## config.mk

```make
export PLATFORM = sky130hd
export DESIGN_NAME = operating_state_controller
export DESIGN_NICKNAME = d
export VERILOG_FILES = /design/src/opstate_pkg.sv /design/src/operating_state_controller.sv
export SDC_FILE = /design/constraint.sdc
export NUM_CORES = 1
export LEC_CHECK = 0
export ABC_CLOCK_PERIOD_IN_PS = 6000
export BUFFER_PORTS_ARGS = -buffer_cell sky130_fd_sc_hd__clkbuf_2
export CELL_PAD_IN_SITES_DETAIL_PLACEMENT = 0
export CELL_PAD_IN_SITES_GLOBAL_PLACEMENT = 1
export CORE_MARGIN = 8
export CORE_UTILIZATION = 41
export DETAILED_ROUTE_END_ITERATION = 8
export PLACE_DENSITY_LB_ADDON = 0.15
export SLEW_MARGIN = 40
export SYNTH_ARGS = -nofsm -noshare
export SYNTH_HDL_FRONTEND = slang
export SYNTH_SLANG_ARGS = --single-unit
```

## constraint.sdc

```tcl
create_clock -name aclk -period 6 [get_ports aclk]
set_input_delay 0.6 -clock aclk [delete_from_list [all_inputs] [get_ports aclk]]
set_output_delay 0.6 -clock aclk [all_outputs]
set_load 0.02 [all_outputs]
```

## src/opstate_pkg.sv

```systemverilog
// Constants, types and register map of the operating-state controller.
// Assumes one 25 MHz clock and an AXI4-Lite master with 32-bit data.
package opstate_pkg;
  // Register byte offsets
  localparam logic [3:0] OFS_CTRL = 4'h0;
  localparam logic [3:0] OFS_BAUD = 4'h4;
  localparam logic [3:0] OFS_CMD = 4'h8;
  localparam logic [3:0] OFS_STAT = 4'hc;
  // Field positions
  localparam int CTRL_FWOK = 0;
  localparam int CMD_ARG = 3;
  localparam int CMD_TERM = 4;
  localparam int STAT_LOCK = 2;
  localparam int STAT_PIN = 3;
  localparam int STAT_FWOK = 6;
  // Baud codes and reset value
  localparam logic [1:0] BAUD_115K = 2'h0;
  localparam logic [1:0] BAUD_921K = 2'h1;
  localparam logic [1:0] BAUD_3M = 2'h2;
  localparam logic [1:0] BAUD_RST = BAUD_115K;
  // Command codes
  localparam logic [2:0] CMD_HOLD = 3'h1;
  localparam logic [2:0] CMD_SETUP = 3'h2;
  localparam logic [2:0] CMD_RLOAD = 3'h3;
  localparam logic [2:0] CMD_RST = 3'h4;
  // Announcement codes
  localparam logic [2:0] MSG_LOAD_IN = 3'h1;
  localparam logic [2:0] MSG_RUN_IN = 3'h2;
  localparam logic [2:0] MSG_RUN_OUT = 3'h3;
  localparam logic [2:0] MSG_SET_IN = 3'h4;
  localparam logic [2:0] MSG_SET_OUT = 3'h5;
  // AXI responses
  localparam logic [1:0] RESP_OK = 2'h0;
  localparam logic [1:0] RESP_ERR = 2'h2;
  // Timing
  localparam int CLK_KHZ = 25000;
  localparam int BOOT_WIN_MS = 3000;
  localparam int BOOT_WIN_CYC = BOOT_WIN_MS * CLK_KHZ;
  // Operating states
  typedef enum logic [1:0] {
    ST_BOOT = 2'b00,
    ST_RUN = 2'b01,
    ST_CFG = 2'b10
  } op_state_t;
  // Announcement to the serial transmitter
  typedef struct packed {
    logic valid;
    logic [2:0] code;
    logic [1:0] baud;
  } msg_t;
endpackage

```

## src/operating_state_controller.sv

```systemverilog
// Operating-state controller: bootloader, run and setup sequencing.
// Assumes firmware feeds decoded serial commands through the CMD register
// and that trigger pin and pulse input arrive asynchronously.
`timescale 1ns/1ps
module operating_state_controller #(
  parameter int BOOT_WAIT_CYC = opstate_pkg::BOOT_WIN_CYC
) (
  input wire logic aclk,
  input wire logic aresetn,
  input wire logic [3:0] s_axi_awaddr,
  input wire logic s_axi_awvalid,
  output logic s_axi_awready,
  input wire logic [31:0] s_axi_wdata,
  input wire logic [3:0] s_axi_wstrb,
  input wire logic s_axi_wvalid,
  output logic s_axi_wready,
  output logic [1:0] s_axi_bresp,
  output logic s_axi_bvalid,
  input wire logic s_axi_bready,
  input wire logic [3:0] s_axi_araddr,
  input wire logic s_axi_arvalid,
  output logic s_axi_arready,
  output logic [31:0] s_axi_rdata,
  output logic [1:0] s_axi_rresp,
  output logic s_axi_rvalid,
  input wire logic s_axi_rready,
  input wire logic mode_trigger_n,
  input wire logic gnss_pulse_in,
  output opstate_pkg::op_state_t op_state,
  output logic [1:0] main_serial_baud,
  output logic rx_report_en,
  output logic settings_save,
  output opstate_pkg::msg_t announce,
  output logic one_second_pulse_out
);
  import opstate_pkg::*;

  // Bus handshake state
  logic aw_rdy_r, w_rdy_r, aw_got_r, w_got_r, bvalid_r, ar_rdy_r, rvalid_r;
  logic [3:0] awaddr_r; // Captured write address
  logic [31:0] wdata_r; // Captured write data
  logic [1:0] bresp_r, rresp_r;
  logic [31:0] rdata_r;
  logic wr_do; // Both halves present
  // Software state
  logic fw_ok_r; // Integrity check result
  logic [1:0] edit_baud_r; // Baud edited in setup
  logic [1:0] stored_baud_r; // Committed baud
  logic cmd_stb_r; // One-cycle command strobe
  logic [2:0] cmd_code_r;
  logic cmd_arg_r;
  // Pin synchronisers
  logic pin_s1_r, pin_s2_r, sec_s1_r, sec_s2_r, sec_d_r;
  // Controller state
  op_state_t st_r, st_nxt;
  logic lock_r, lock_nxt;
  logic [31:0] win_r; // Boot window counter
  logic win_done;
  msg_t ann_r, pend_r, first_nxt, second_nxt;
  logic [1:0] baud_r;
  logic save_r, rx_en_r, sec_r;

  assign wr_do = aw_got_r && w_got_r && !bvalid_r;

  // Write address channel
  always_ff @(posedge aclk) begin
    if (!aresetn) begin
      aw_rdy_r <= 1'b1;
      aw_got_r <= 1'b0;
      awaddr_r <= 4'h0;
    end else if (s_axi_awvalid && aw_rdy_r) begin
      aw_rdy_r <= 1'b0;
      aw_got_r <= 1'b1;
      awaddr_r <= s_axi_awaddr;
    end else if (s_axi_bvalid && s_axi_bready) begin
      aw_rdy_r <= 1'b1;
      aw_got_r <= 1'b0;
    end
  end

  // Write data channel
  always_ff @(posedge aclk) begin
    if (!aresetn) begin
      w_rdy_r <= 1'b1;
      w_got_r <= 1'b0;
      wdata_r <= 32'h0;
    end else if (s_axi_wvalid && w_rdy_r) begin
      w_rdy_r <= 1'b0;
      w_got_r <= 1'b1;
      wdata_r <= s_axi_wdata;
    end else if (s_axi_bvalid && s_axi_bready) begin
      w_rdy_r <= 1'b1;
      w_got_r <= 1'b0;
    end
  end

  // Write response, unmapped or status writes answer error
  always_ff @(posedge aclk) begin
    if (!aresetn) begin
      bvalid_r <= 1'b0;
      bresp_r <= RESP_OK;
    end else if (wr_do) begin
      bvalid_r <= 1'b1;
      bresp_r <= (awaddr_r == OFS_STAT || awaddr_r[1:0] != 2'h0) ? RESP_ERR : RESP_OK;
    end else if (s_axi_bready) begin
      bvalid_r <= 1'b0;
    end
  end

  // Control and baud registers, low byte lane only
  always_ff @(posedge aclk) begin
    if (!aresetn) begin
      fw_ok_r <= 1'b0;
      edit_baud_r <= BAUD_RST;
    end else if (wr_do && s_axi_wstrb[0]) begin
      if (awaddr_r == OFS_CTRL)
        fw_ok_r <= wdata_r[CTRL_FWOK];
      // Codes above 3 Mbps refused
      if (awaddr_r == OFS_BAUD && wdata_r[1:0] <= BAUD_3M)
        edit_baud_r <= wdata_r[1:0];
    end
  end

  // Command strobe, unterminated commands dropped
  always_ff @(posedge aclk) begin
    if (!aresetn) begin
      cmd_stb_r <= 1'b0;
      cmd_code_r <= 3'h0;
      cmd_arg_r <= 1'b0;
    end else begin
      cmd_stb_r <= wr_do && s_axi_wstrb[0] && awaddr_r == OFS_CMD && wdata_r[CMD_TERM];
      cmd_code_r <= wdata_r[2:0];
      cmd_arg_r <= wdata_r[CMD_ARG];
    end
  end

  // Read channel
  always_ff @(posedge aclk) begin
    if (!aresetn) begin
      ar_rdy_r <= 1'b1;
      rvalid_r <= 1'b0;
      rdata_r <= 32'h0;
      rresp_r <= RESP_OK;
    end else if (s_axi_arvalid && ar_rdy_r) begin
      ar_rdy_r <= 1'b0;
      rvalid_r <= 1'b1;
      rresp_r <= RESP_OK;
      rdata_r <= 32'h0;
      unique case (s_axi_araddr)
        OFS_CTRL: rdata_r[CTRL_FWOK] <= fw_ok_r;
        OFS_BAUD: rdata_r[1:0] <= edit_baud_r;
        OFS_CMD: rdata_r <= 32'h0;
        OFS_STAT: begin
          rdata_r[1:0] <= st_r;
          rdata_r[STAT_LOCK] <= lock_r;
          rdata_r[STAT_PIN] <= pin_s2_r;
          rdata_r[5:4] <= baud_r;
          rdata_r[STAT_FWOK] <= fw_ok_r;
        end
        default: rresp_r <= RESP_ERR;
      endcase
    end else if (rvalid_r && s_axi_rready) begin
      rvalid_r <= 1'b0;
      ar_rdy_r <= 1'b1;
    end
  end

  // Two-stage synchronisers for pins
  always_ff @(posedge aclk) begin
    if (!aresetn) begin
      pin_s1_r <= 1'b1;
      pin_s2_r <= 1'b1;
      sec_s1_r <= 1'b0;
      sec_s2_r <= 1'b0;
      sec_d_r <= 1'b0;
    end else begin
      pin_s1_r <= mode_trigger_n;
      pin_s2_r <= pin_s1_r;
      sec_s1_r <= gnss_pulse_in;
      sec_s2_r <= sec_s1_r;
      sec_d_r <= sec_s2_r;
    end
  end

  // One-cycle pulse on each rising navigation edge
  always_ff @(posedge aclk) begin
    if (!aresetn)
      sec_r <= 1'b0;
    else
      sec_r <= sec_s2_r && !sec_d_r;
  end

  // Boot window counter, restarted on every bootloader entry
  always_ff @(posedge aclk) begin
    if (!aresetn || st_r != ST_BOOT)
      win_r <= 32'h0;
    else if (!win_done)
      win_r <= win_r + 32'h1;
  end
  assign win_done = win_r >= 32'(BOOT_WAIT_CYC - 1);

  // Next state, lock and announcements
  always_comb begin
    st_nxt = st_r;
    lock_nxt = lock_r;
    first_nxt = '0;
    second_nxt = '0;
    if (!pend_r.valid) begin
      unique case (st_r)
        ST_BOOT: begin
          if (cmd_stb_r && cmd_code_r == CMD_HOLD) begin
            lock_nxt = cmd_arg_r;
          end else if (win_done && pin_s2_r && !lock_r && fw_ok_r) begin
            // Leave only on released pin, no lock, good image
            st_nxt = ST_RUN;
            first_nxt = '{1'b1, MSG_RUN_IN, stored_baud_r};
          end
        end
        ST_RUN: begin
          if (!pin_s2_r || (cmd_stb_r && cmd_code_r == CMD_SETUP && cmd_arg_r)) begin
            st_nxt = ST_CFG;
            lock_nxt = pin_s2_r; // Command entry also locks
            first_nxt = '{1'b1, MSG_RUN_OUT, stored_baud_r};
            second_nxt = '{1'b1, MSG_SET_IN, BAUD_115K};
          end
        end
        ST_CFG: begin
          if (cmd_stb_r && cmd_code_r == CMD_HOLD) begin
            lock_nxt = cmd_arg_r;
          end else if (cmd_stb_r && (cmd_code_r == CMD_RLOAD || cmd_code_r == CMD_RST)) begin
            st_nxt = ST_BOOT;
            lock_nxt = cmd_code_r == CMD_RLOAD;
            first_nxt = '{1'b1, MSG_SET_OUT, BAUD_115K};
            second_nxt = '{1'b1, MSG_LOAD_IN, BAUD_115K};
          end else if ((pin_s2_r && !lock_r) || (cmd_stb_r && cmd_code_r == CMD_SETUP && !cmd_arg_r)) begin
            st_nxt = ST_RUN;
            lock_nxt = 1'b0;
            first_nxt = '{1'b1, MSG_SET_OUT, BAUD_115K};
            second_nxt = '{1'b1, MSG_RUN_IN, edit_baud_r};
          end
        end
        default: st_nxt = ST_BOOT;
      endcase
    end
  end

  // State and lock registers
  always_ff @(posedge aclk) begin
    if (!aresetn) begin
      st_r <= ST_BOOT;
      lock_r <= 1'b0;
    end else begin
      st_r <= st_nxt;
      lock_r <= lock_nxt;
    end
  end

  // Announcement pair, second one follows a cycle later
  always_ff @(posedge aclk) begin
    if (!aresetn) begin
      ann_r <= '{1'b1, MSG_LOAD_IN, BAUD_115K};
      pend_r <= '0;
    end else if (pend_r.valid) begin
      ann_r <= pend_r;
      pend_r <= '0;
    end else begin
      ann_r <= first_nxt;
      pend_r <= second_nxt;
    end
  end

  // Committed settings and save pulse on setup exit
  always_ff @(posedge aclk) begin
    if (!aresetn) begin
      stored_baud_r <= BAUD_RST;
      save_r <= 1'b0;
    end else begin
      save_r <= st_r == ST_CFG && st_nxt != ST_CFG;
      if (st_r == ST_CFG && st_nxt != ST_CFG)
        stored_baud_r <= edit_baud_r;
    end
  end

  // Serial rate and reception follow the state being entered
  always_ff @(posedge aclk) begin
    if (!aresetn) begin
      baud_r <= BAUD_115K;
      rx_en_r <= 1'b0;
    end else begin
      baud_r <= (st_nxt == ST_RUN) ? ((st_r == ST_CFG) ? edit_baud_r : stored_baud_r) : BAUD_115K;
      rx_en_r <= st_nxt == ST_RUN;
    end
  end

  // Outputs straight from flops
  assign s_axi_awready = aw_rdy_r;
  assign s_axi_wready = w_rdy_r;
  assign s_axi_bvalid = bvalid_r;
  assign s_axi_bresp = bresp_r;
  assign s_axi_arready = ar_rdy_r;
  assign s_axi_rvalid = rvalid_r;
  assign s_axi_rdata = rdata_r;
  assign s_axi_rresp = rresp_r;
  assign op_state = st_r;
  assign main_serial_baud = baud_r;
  assign rx_report_en = rx_en_r;
  assign settings_save = save_r;
  assign announce = ann_r;
  assign one_second_pulse_out = sec_r;
endmodule

```

==> run summary, run 1 <==
Outcome - completed
CTS Root Cell - clkbuf_8
Multi-input gate area - 0.00188 sq mm
CTS tree - done
Number of setup buffers added after CTS - 0
Synth area leaders - dfxtp_1 47%, nor2_1 5.6%, buf_4 5.2%
CP Data Required Time - 6230 ps
Worst Tran Pin Value - 733 ps
Worst hold slack - 386 ps
Place WS - 3590 ps
Setup_tns - 0 ps
Skew final - 9.99 ps
Setup crit end kind - flip-flop
Synth async-reset ratio - 0
Area grow syn2layout - 11.6%
Initial antenna violation count - 0
Final setup viols - 0
Initial Util - 0.424
Grt ovf - 0
Static leakage - 1.83 nW
Avg WL per Cell - 13.1 um
Total detailed-routing wirelength - 8.19 mm
Number of global-route vias before repair - 2936
Antenna Cells - 0
Clock Path Buffers - 2
Worst vdd ir - 149 uV
Pwr dens - 251 mW/mm^2
Mapped Cells - 443
Core Region - 0.00924 sq mm
RePlAce Congestion - 0.859
Global Route Usage Sum - 0.132
DRC viols - 0
Cell taking the most area after synthesis - dfxtp_1
Slowest stage delay, CP - 640 ps
Hold buffers post-CTS - 0
Clk sink count - 92
Port Buffers - 49
Syn avg cell area - 8.83 sq um
Final setup margin - 3610 ps
Hold Path Class - flip-flop to flip-flop
Max-Cap Viols - 0
Max frequency - 419 MHz
Antenna viol nets, final - 0
Yosys reg bits - 92
Fin. Hold Viols - 0
Row cnt - 35
Top-level port count - 107
Synthesized area - 0.00391 sq mm
Most used DFF post-synth - dfxtp_1
Critical-path cell list - nor4_1 -> o21ai_0 -> a211o_1 -> nor4_2 -> nand4_1 -> xor2_1 -> nor2_1
Distinct cells, synth - 52
CTS buffer count - 9
Max Slew Vio Count - 0
Drt via density - 4.83
Crit path buf inv count - 0
Crit-path slowest cell - nor4_2
FILL cells - 934
Number of H-tree levels - 3
Crit start category - flip-flop
Fraction of layout instances using a drive strength above 1 - 0.157
RSZ-0062 raised after global routing - false
Final Cycle Share - 0.398
Starting DRC count in detailed routing - 167
Router iterations before antenna repair - 5
Die height - 114 um
Final Critical Period - 2390 ps
Critical-path maximum fanout - 6
Synth warnings - 0
Post-cts sizing count - 0
Top delay family on crit path - simple AND/OR/NAND/NOR gates
Largest net degree at the start of global routing - 30
Hpwl dp - 5.91 mm
Seq/Total Area, Yosys - 0.471
Hold Path Depth - 1
Via count - 3017
Top cells by count, synth - 92 x dfxtp_1, 58 x nor2_1, 46 x nand2_1
FF-to-FF path depth - 7
Fin nets - 550
WS Path Type - flip-flop to flip-flop
FF/Latch Area - 0.00184 sq mm
WP depth - 7
DIE AREA - 0.0129 sq mm
Most frequent cell after synthesis - dfxtp_1
Clk Latency, worst-skew pair - 360 ps
Synth top area share - 0.471
Crit path arrival time - 2620 ps
Max_slew headroom - 0.509
First-pass GRT wire length - 13.9 mm
Die width - 114 um
EDFF count, synth - 0
Reg clk slew, reported paths - 90 ps
-- per-stage QoR --
step | power [mW] | utilization | cells | cell area [sq um]
final | 1.09 | 0.473 | 625 | 4370
after global routing | 1.15 | 0.473 | 625 | 4370
after CTS | 1.11 | 0.473 | 625 | 4370
after detailed placement | 0.719 | 0.452 | 609 | 4180
after global placement | 0.718 | 0.452 | 609 | 4180
after floorplan | 0.709 | - | 469 | 4010
-- cell families after synthesis --
kind of cell | count (synthesis) | share of synthesized area
fa+ha+maj | 6 | 0.0192
xor+xnor | 24 | 0.0537
flops | 92 | 0.471
mux | 8 | 0.0205
compound gates | 66 | 0.109
other cells | 1 | 0.000958
simple gates | 196 | 0.252
buf+inv | 50 | 0.0738
-- state kept, by name, summed over array words and instances, names as in the netlist, 3 cells and up --
register and count:
win_r 32, awaddr_r 4, pend_r 6, announce 6
cmd_code_r 3, wdata_r 5, s_axi_rdata 7
-- layout by cell type (no fill, tap or decap), types with 2 or more instances in the layout --
cell and instances:
a211o_1 2, and4_1 3, a21oi_1 25, nand3_1 22
inv_1 11, nand4_1 9, ha_1 6, and2_1 13
nor3_1 8, clkinv_4 3, nand2b_1 4, nor2b_1 4
and3_1 13, mux2i_1 8, a32o_1 2, a22oi_1 5
a31oi_1 6, a211oi_1 2, dfxtp_1 92, nor2_1 58
xor2_1 16, clkbuf_8 11, clkbuf_2 49, conb_1 27
nand2_1 45, o21ai_0 12, nor4_1 2, xnor2_1 8
nor3_2 3
-- power by group --
part           switching, mW  total [mW]  internal (mW)
logic                 0.0495      0.0696         0.0201
registers             0.0106       0.634          0.624
clock network          0.215       0.391          0.176
-- routing by layer --
metal	global-route usage	part of all wire	up-vias
li1	-	-	1568
met2	0.217	0.47	57
met1	0.156	0.46	1378
met3	0.0428	0.050	14
met5	0	0	-
met4	0.0480	0.016	0
-- worst paths after layout --
| kind | to | slack [ps] | from |
|---|---|---|---|
| max | win_r[24] | 3610 | win_r[16] |
| min | one_second_pulse_out | 390 | sec_d_r |
| max reg2reg | win_r[24] | 3610 | win_r[16] |
| min reg2reg | one_second_pulse_out | 390 | sec_d_r |
-- final cells by class --
class | count | share of cell area
Clock inverter | 4 | 0.00773
Multi-Input combinational cell | 327 | 0.431
Tap cell | 129 | 0.0369
Timing Repair Buffer | 50 | 0.0578
Clock buffer | 12 | 0.0355
Inverter | 11 | 0.00945
Sequential cell | 92 | 0.422
(Power assumes the default switching activity.)
==> run 2, diff against run 1 <==
ABC_CLOCK_PERIOD_IN_PS = 2500   (was 6000)
CORE_UTILIZATION = 38   (was 41)
clock period = 2.5 ns   (was 6 ns; I/O delays follow)
==> run 2 against run 1 <==
Net effect:
- worst hold slack got worse by 320 ps
- sequential share of layout area fell by 0.65 points
- via count rose by 1.2%
- maximum frequency rose by 2.4%
- largest power group unchanged
- die area rose by 6.8%
- combinational power rose by 150%
- clock power rose by 150%
- highest routed layer unchanged
- first-iteration DRC count rose by 15%
==> run summary, run 2 (synthesis results as in run 1) <==
Outcome - completed
RSZ-0062 raised after global routing - false
Router iterations before antenna repair - 4
FF-to-FF path depth - 8
Final setup viols - 0
CTS tree - done
Setup crit end kind - flip-flop
Die height - 117 um
Commonest non-fill, non-tap cell in the layout - dfxtp_1
RePlAce Congestion - 0.901
Static leakage - 1.87 nW
Crit path arrival time - 2570 ps
DRC viols - 0
Critical-path cell list - ha_1 -> and4_1 -> a221oi_2 -> nor3_2 -> o21ai_0 -> a31oi_1 -> o21ai_1 -> mux2i_1
R2r startpoint - win_r[0]
Met1 Usage GRT - 0.150
Initial antenna violation count - 0
Finished Layout Cells - 640
DIE AREA - 0.0138 sq mm
Fraction of layout instances using a drive strength above 1 - 0.171
Initial Util - 0.384
Total detailed-routing wirelength - 8.52 mm
CP Data Required Time - 2740 ps
Port Buffers - 49
Fin nets - 558
Hold endpoint - pin_s1_r
Antenna viol nets, final - 0
Starting DRC count in detailed routing - 192
Area grow syn2layout - 13.4%
Worst Tran Pin Value - 603 ps
Clk sink count - 92
Max reg flops - 32
WS Path Type - flip-flop to flip-flop
FF/Latch Area - 0.00184 sq mm
Grt ovf - 0
Critical-path maximum fanout - 6
Die width - 117 um
Max Slew Vio Count - 0
Hold Path Depth - 2
Inst Count DP - 624
Hpwl dp - 6.30 mm
Drt via density - 4.77
CTS buffer count - 9
Clk Latency, worst-skew pair - 370 ps
Global Route Usage Sum - 0.126
Reg2reg end - stored_baud_r[0]
Crit start category - flip-flop
Antenna Cells - 0
Clock Path Buffers - 2
Top-level port count - 107
Number of H-tree levels - 3
Worst vdd ir - 277 uV
Max-Cap Viols - 0
R2R Setup Slk - 170 ps
Skew final - 17.0 ps
FILL cells - 1078
Via count - 3052
Final Critical Period - 2330 ps
Row cnt - 37
Multi-input gate area - 0.00188 sq mm
Setup_tns - 0 ps
Slowest stage delay, CP - 480 ps
Hold_sp - mode_trigger_n
Hold Path Class - primary input to flip-flop
Commonest non-fill, non-tap cells in the layout - 92 x dfxtp_1, 58 x nor2_1, 49 x clkbuf_2
Largest net degree at the start of global routing - 28
Number of global-route vias before repair - 3105
First-pass GRT wire length - 14.7 mm
Met3 Usage GRT - 0.0499
Busiest grt layer - met2
CTS Root Cell - clkbuf_8
Crit-path slowest cell - nor3_2
Max_slew headroom - 0.587
Met2 Track Usage GR - 0.205
Max frequency - 429 MHz
Reg clk slew, reported paths - 110 ps
Core Region - 0.0102 sq mm
Biggest register - win_r
Pwr dens - 598 mW/mm^2
Final Cycle Share - 0.933
Avg WL per Cell - 13.3 um
Fin. Hold Viols - 0
==> run 2: changes by cell type in the layout (fill, tap and decap cells not counted), moves of 2 or more <==
| cell | change |
|---|---|
| clkbuf_8 | -2 |
| clkinv_4 | -2 |
| inv_6 | +4 |
| buf_4 | +8 |
==> run 2: stage by stage <==
step | setup slack [ps] | instance area, sq um | hold slack, ps | power, mW | utilization
3_5_place_dp | 186 | 4250 | 376 | 1.73 | 0.417
6_report | 169 | 4440 | 63.9 | 2.66 | 0.436
4_1_cts | 160 | 4440 | 49.5 | 2.70 | 0.436
3_3_place_gp | 200 | 4250 | 382 | 1.73 | 0.417
5_1_grt | 2.20 | 4440 | 50.6 | 2.78 | 0.436
2_1_floorplan | 380 | 4010 | 351 | 1.70 | -
==> run 2: how the worst max path moves through the flow <==
stage	from	to	slack, ps	cells past startpoint
2_1_floorplan	op_state[0]	stored_baud_r[0]	380	8
3_3_place_gp	win_r[7]	stored_baud_r[1]	200	7
3_5_place_dp	win_r[0]	stored_baud_r[1]	190	8
4_1_cts	win_r[0]	stored_baud_r[0]	160	8
5_1_grt	win_r[0]	stored_baud_r[0]	2	8
6_report	win_r[0]	stored_baud_r[0]	170	8
==> run 2: report_power, final <==
group          leakage [nW]  switching, mW  total [mW]  internal (mW)
registers             0.747         0.0262        1.52           1.50
logic                  1.03          0.120       0.172         0.0512
clock network        0.0940          0.575       0.961          0.386
total                  1.87          0.722        2.66           1.93
==> run 2: layout make-up <==
cell class / count / area share
multi-input combinational: 327 / 0.424
sequential: 92 / 0.415
timing repair buffer: 58 / 0.0705
tap: 136 / 0.0383
clock buffer: 9 / 0.0279
clock inverter: 7 / 0.0152
inverter: 11 / 0.00930
==> run 2: worst max-delay path, delay by kind of cell (launching register included) <==
kind | cells | cell delay, ps
AND/OR/NAND/NOR | 2 | 690
AO/OA/AOI/OAI | 4 | 780
flip-flops | 1 | 390
multiplexers | 1 | 150
adder cells (fa/ha/maj) | 1 | 200
==> run 2: routing by layer <==
layer  vias up  wire length (um)
met1      1394              3960
met3         9               482
met2        65              3940
met4         0               139
li1       1584                 -
met5         -                 0
==> run 2: repair_timing <==
item                                    in CTS  in global routing
hold buffers                                 0                  0
endpoints found under the setup margin       0                  2
resized for setup                            0                  1
setup buffers                                0                  0
==> run 3, diff against run 2 <==
ABC_AREA = 1   (was unset)
HOLD_SLACK_MARGIN = 0.05   (was unset)
==> run 3 against run 2 <==
Net effect:
- clock-buffer cell count is 1 higher
- worst setup slack better by 330 ps
- register-to-register slack better by 330 ps
- sequential power hardly changed
- combinational power is 33% higher
- die area is 8.3% higher
- non-clock buffer count is 2 lower
- wire length is 17% higher
- critical endpoint unchanged
- highest routed layer unchanged
==> run summary, run 3 <==
Outcome - completed
Wire length on met3 - 307 um
First-pass GRT wire length - 16.9 mm
Synth area leaders - dfxtp_1 43%, nand2_1 11%, inv_1 7.1%
Port Buffers - 49
Reg clk slew, reported paths - 60 ps
Post-synthesis compound-gate area fraction - 0.116
Top cells by count, synth - 124 x nand2_1, 92 x dfxtp_1, 81 x inv_1
Met2 WL - 5.30 mm
Post-cts sizing count - 0
Distinct cells, synth - 39
Yosys reg bits - 92
Commonest non-fill, non-tap cells in the layout - 124 x nand2_1, 92 x dfxtp_1, 81 x inv_1
EDFF count, synth - 0
Drt via density - 4.61
Pwr dens - 656 mW/mm^2
Hold buffers post-CTS - 0
Total detailed-routing wirelength - 10.0 mm
Initial Util - 0.382
Post-synthesis xor/xnor area fraction - 0.0123
Max_slew headroom - 0.526
Finished Cell Area - 0.00493 sq mm
Clock Path Buffers - 2
Synth warnings - 0
Number of global-route vias before repair - 3732
Max Slew Vio Count - 0
Setup_tns - 0 ps
FILL cells - 1205
CTS tree - done
Synthesized area - 0.00429 sq mm
Antenna viol nets, final - 0
Starting DRC count in detailed routing - 196
Largest net degree at the start of global routing - 18
CP Data Required Time - 2740 ps
Critical-path maximum fanout - 4
Number of H-tree levels - 3
Static leakage - 2.29 nW
Seq/Total Area, Yosys - 0.429
RSZ-0062 raised after global routing - false
Syn avg cell area - 7.20 sq um
Most used DFF post-synth - dfxtp_1
Fin. Hold Viols - 0
Largest family of logic cells by synthesized area - simple AND/OR/NAND/NOR gates
M1 wire length - 4.24 mm
DRC viols - 0
Commonest non-fill, non-tap cell in the layout - nand2_1
Max frequency - 500 MHz
Crit start category - flip-flop
Mapped Cells - 596
Most frequent cell after synthesis - nand2_1
Mux cell area share after synthesis - 0
Biggest register - win_r
Cell taking the most area after synthesis - dfxtp_1
Hpwl dp - 7.73 mm
Clk Latency, worst-skew pair - 350 ps
Fraction of layout instances using a drive strength above 1 - 0.151
Avg WL per Cell - 12.5 um
Worst vdd ir - 421 uV
Simple-gate share of the synthesized area - 0.290
Max-Cap Viols - 0
Final Cycle Share - 0.801
Crit path arrival time - 2250 ps
Post-Place Cell Area - 0.00461 sq mm
Hold Path Class - primary input to flip-flop
Grt ovf - 0
Synth async-reset ratio - 0
Skew final - 10.1 ps
Setup crit end kind - flip-flop
Initial antenna violation count - 0
Top sig layer - met4
DIE AREA - 0.0149 sq mm
Area grow syn2layout - 14.9%
Global Route Usage Sum - 0.142
Top-level port count - 107
Antenna Cells - 0
Row cnt - 39
Via count - 3677
RePlAce Congestion - 0.766
Max reg flops - 32
Post-Route Utilization - 0.439
Fin nets - 709
Final setup viols - 0
Clk sink count - 92
Worst Tran Pin Value - 706 ps
Die width - 122 um
CTS buffer count - 9
WS Path Type - flip-flop to flip-flop
Core Region - 0.0112 sq mm
Number of setup buffers added after CTS - 0
CTS Root Cell - clkbuf_16
Final Critical Period - 2000 ps
Synth top area share - 0.429
Router iterations before antenna repair - 4
Adder-Cell Fraction of Synth Area - 0.0175
Die height - 122 um
## run 3: final timing paths
path,cells after the start,slack [ps],endpoint,startpoint
worst max-delay path,16,500,stored_baud_r[0],win_r[0]
worst min register to register,1,390,one_second_pulse_out,sec_d_r
worst max register to register,16,500,stored_baud_r[0],win_r[0]
worst min-delay path,3,80,sec_s1_r,gnss_pulse_in
## run 3: cells by family (layout without fill, tap and decap cells)
| logic type | Yosys count | count (layout) |
|---|---|---|
| compound gates | 93 | 93 |
| xor+xnor | 6 | 6 |
| fa+ha+maj | 6 | 6 |
| buf+inv | 124 | 157 |
| flops | 92 | 92 |
| other cells | 1 | 27 |
| simple gates | 274 | 274 |
## run 3: final cells by class
cell class                      count  area [sq um]  area share
Sequential cell                    92          1840       0.374
Tap cell                          143           179      0.0363
Inverter                           85           319      0.0648
Clock inverter                      6          87.6      0.0178
Clock buffer                       10           229      0.0465
Multi-Input combinational cell    406          1970       0.400
Timing Repair Buffer               56           298      0.0604
## run 3: layer usage
layer / track usage / vias up
met1: 0.154 / 1651
met5: 0 / -
met3: 0.0262 / 10
met2: 0.261 / 61
li1: - / 1955
met4: 0.0724 / 0
## run 3: metrics by stage
step	hold slack, ps	std cells	setup WS, ps	total power, mW
after floorplan	348	622	727	1.77
after global placement	372	782	525	1.81
after detailed placement	380	782	485	1.82
after CTS	71.5	798	452	3.29
after global routing	80.5	798	177	3.37
final	84.9	798	498	3.23
## run 3: critical path, stage by stage, from the launching register on
cell and delay (ps):
dfxtp_1 350, ha_1 230, nand3_1 140, o21ai_0 200, nand2_1 70, nand2_1 60
nand2_1 80, nand2_2 120, nand2_1 60, nand2_1 70, nand2_1 60, nand2_2 70
nand2_2 80, nand2_2 100, nand2_2 70, nand2_1 80, nand2_1 50
## run 3: power breakdown
group	switching (mW)	internal (mW)
registers	0.0328	1.52
logic	0.160	0.0681
clock network	0.574	0.878
total	0.767	2.46
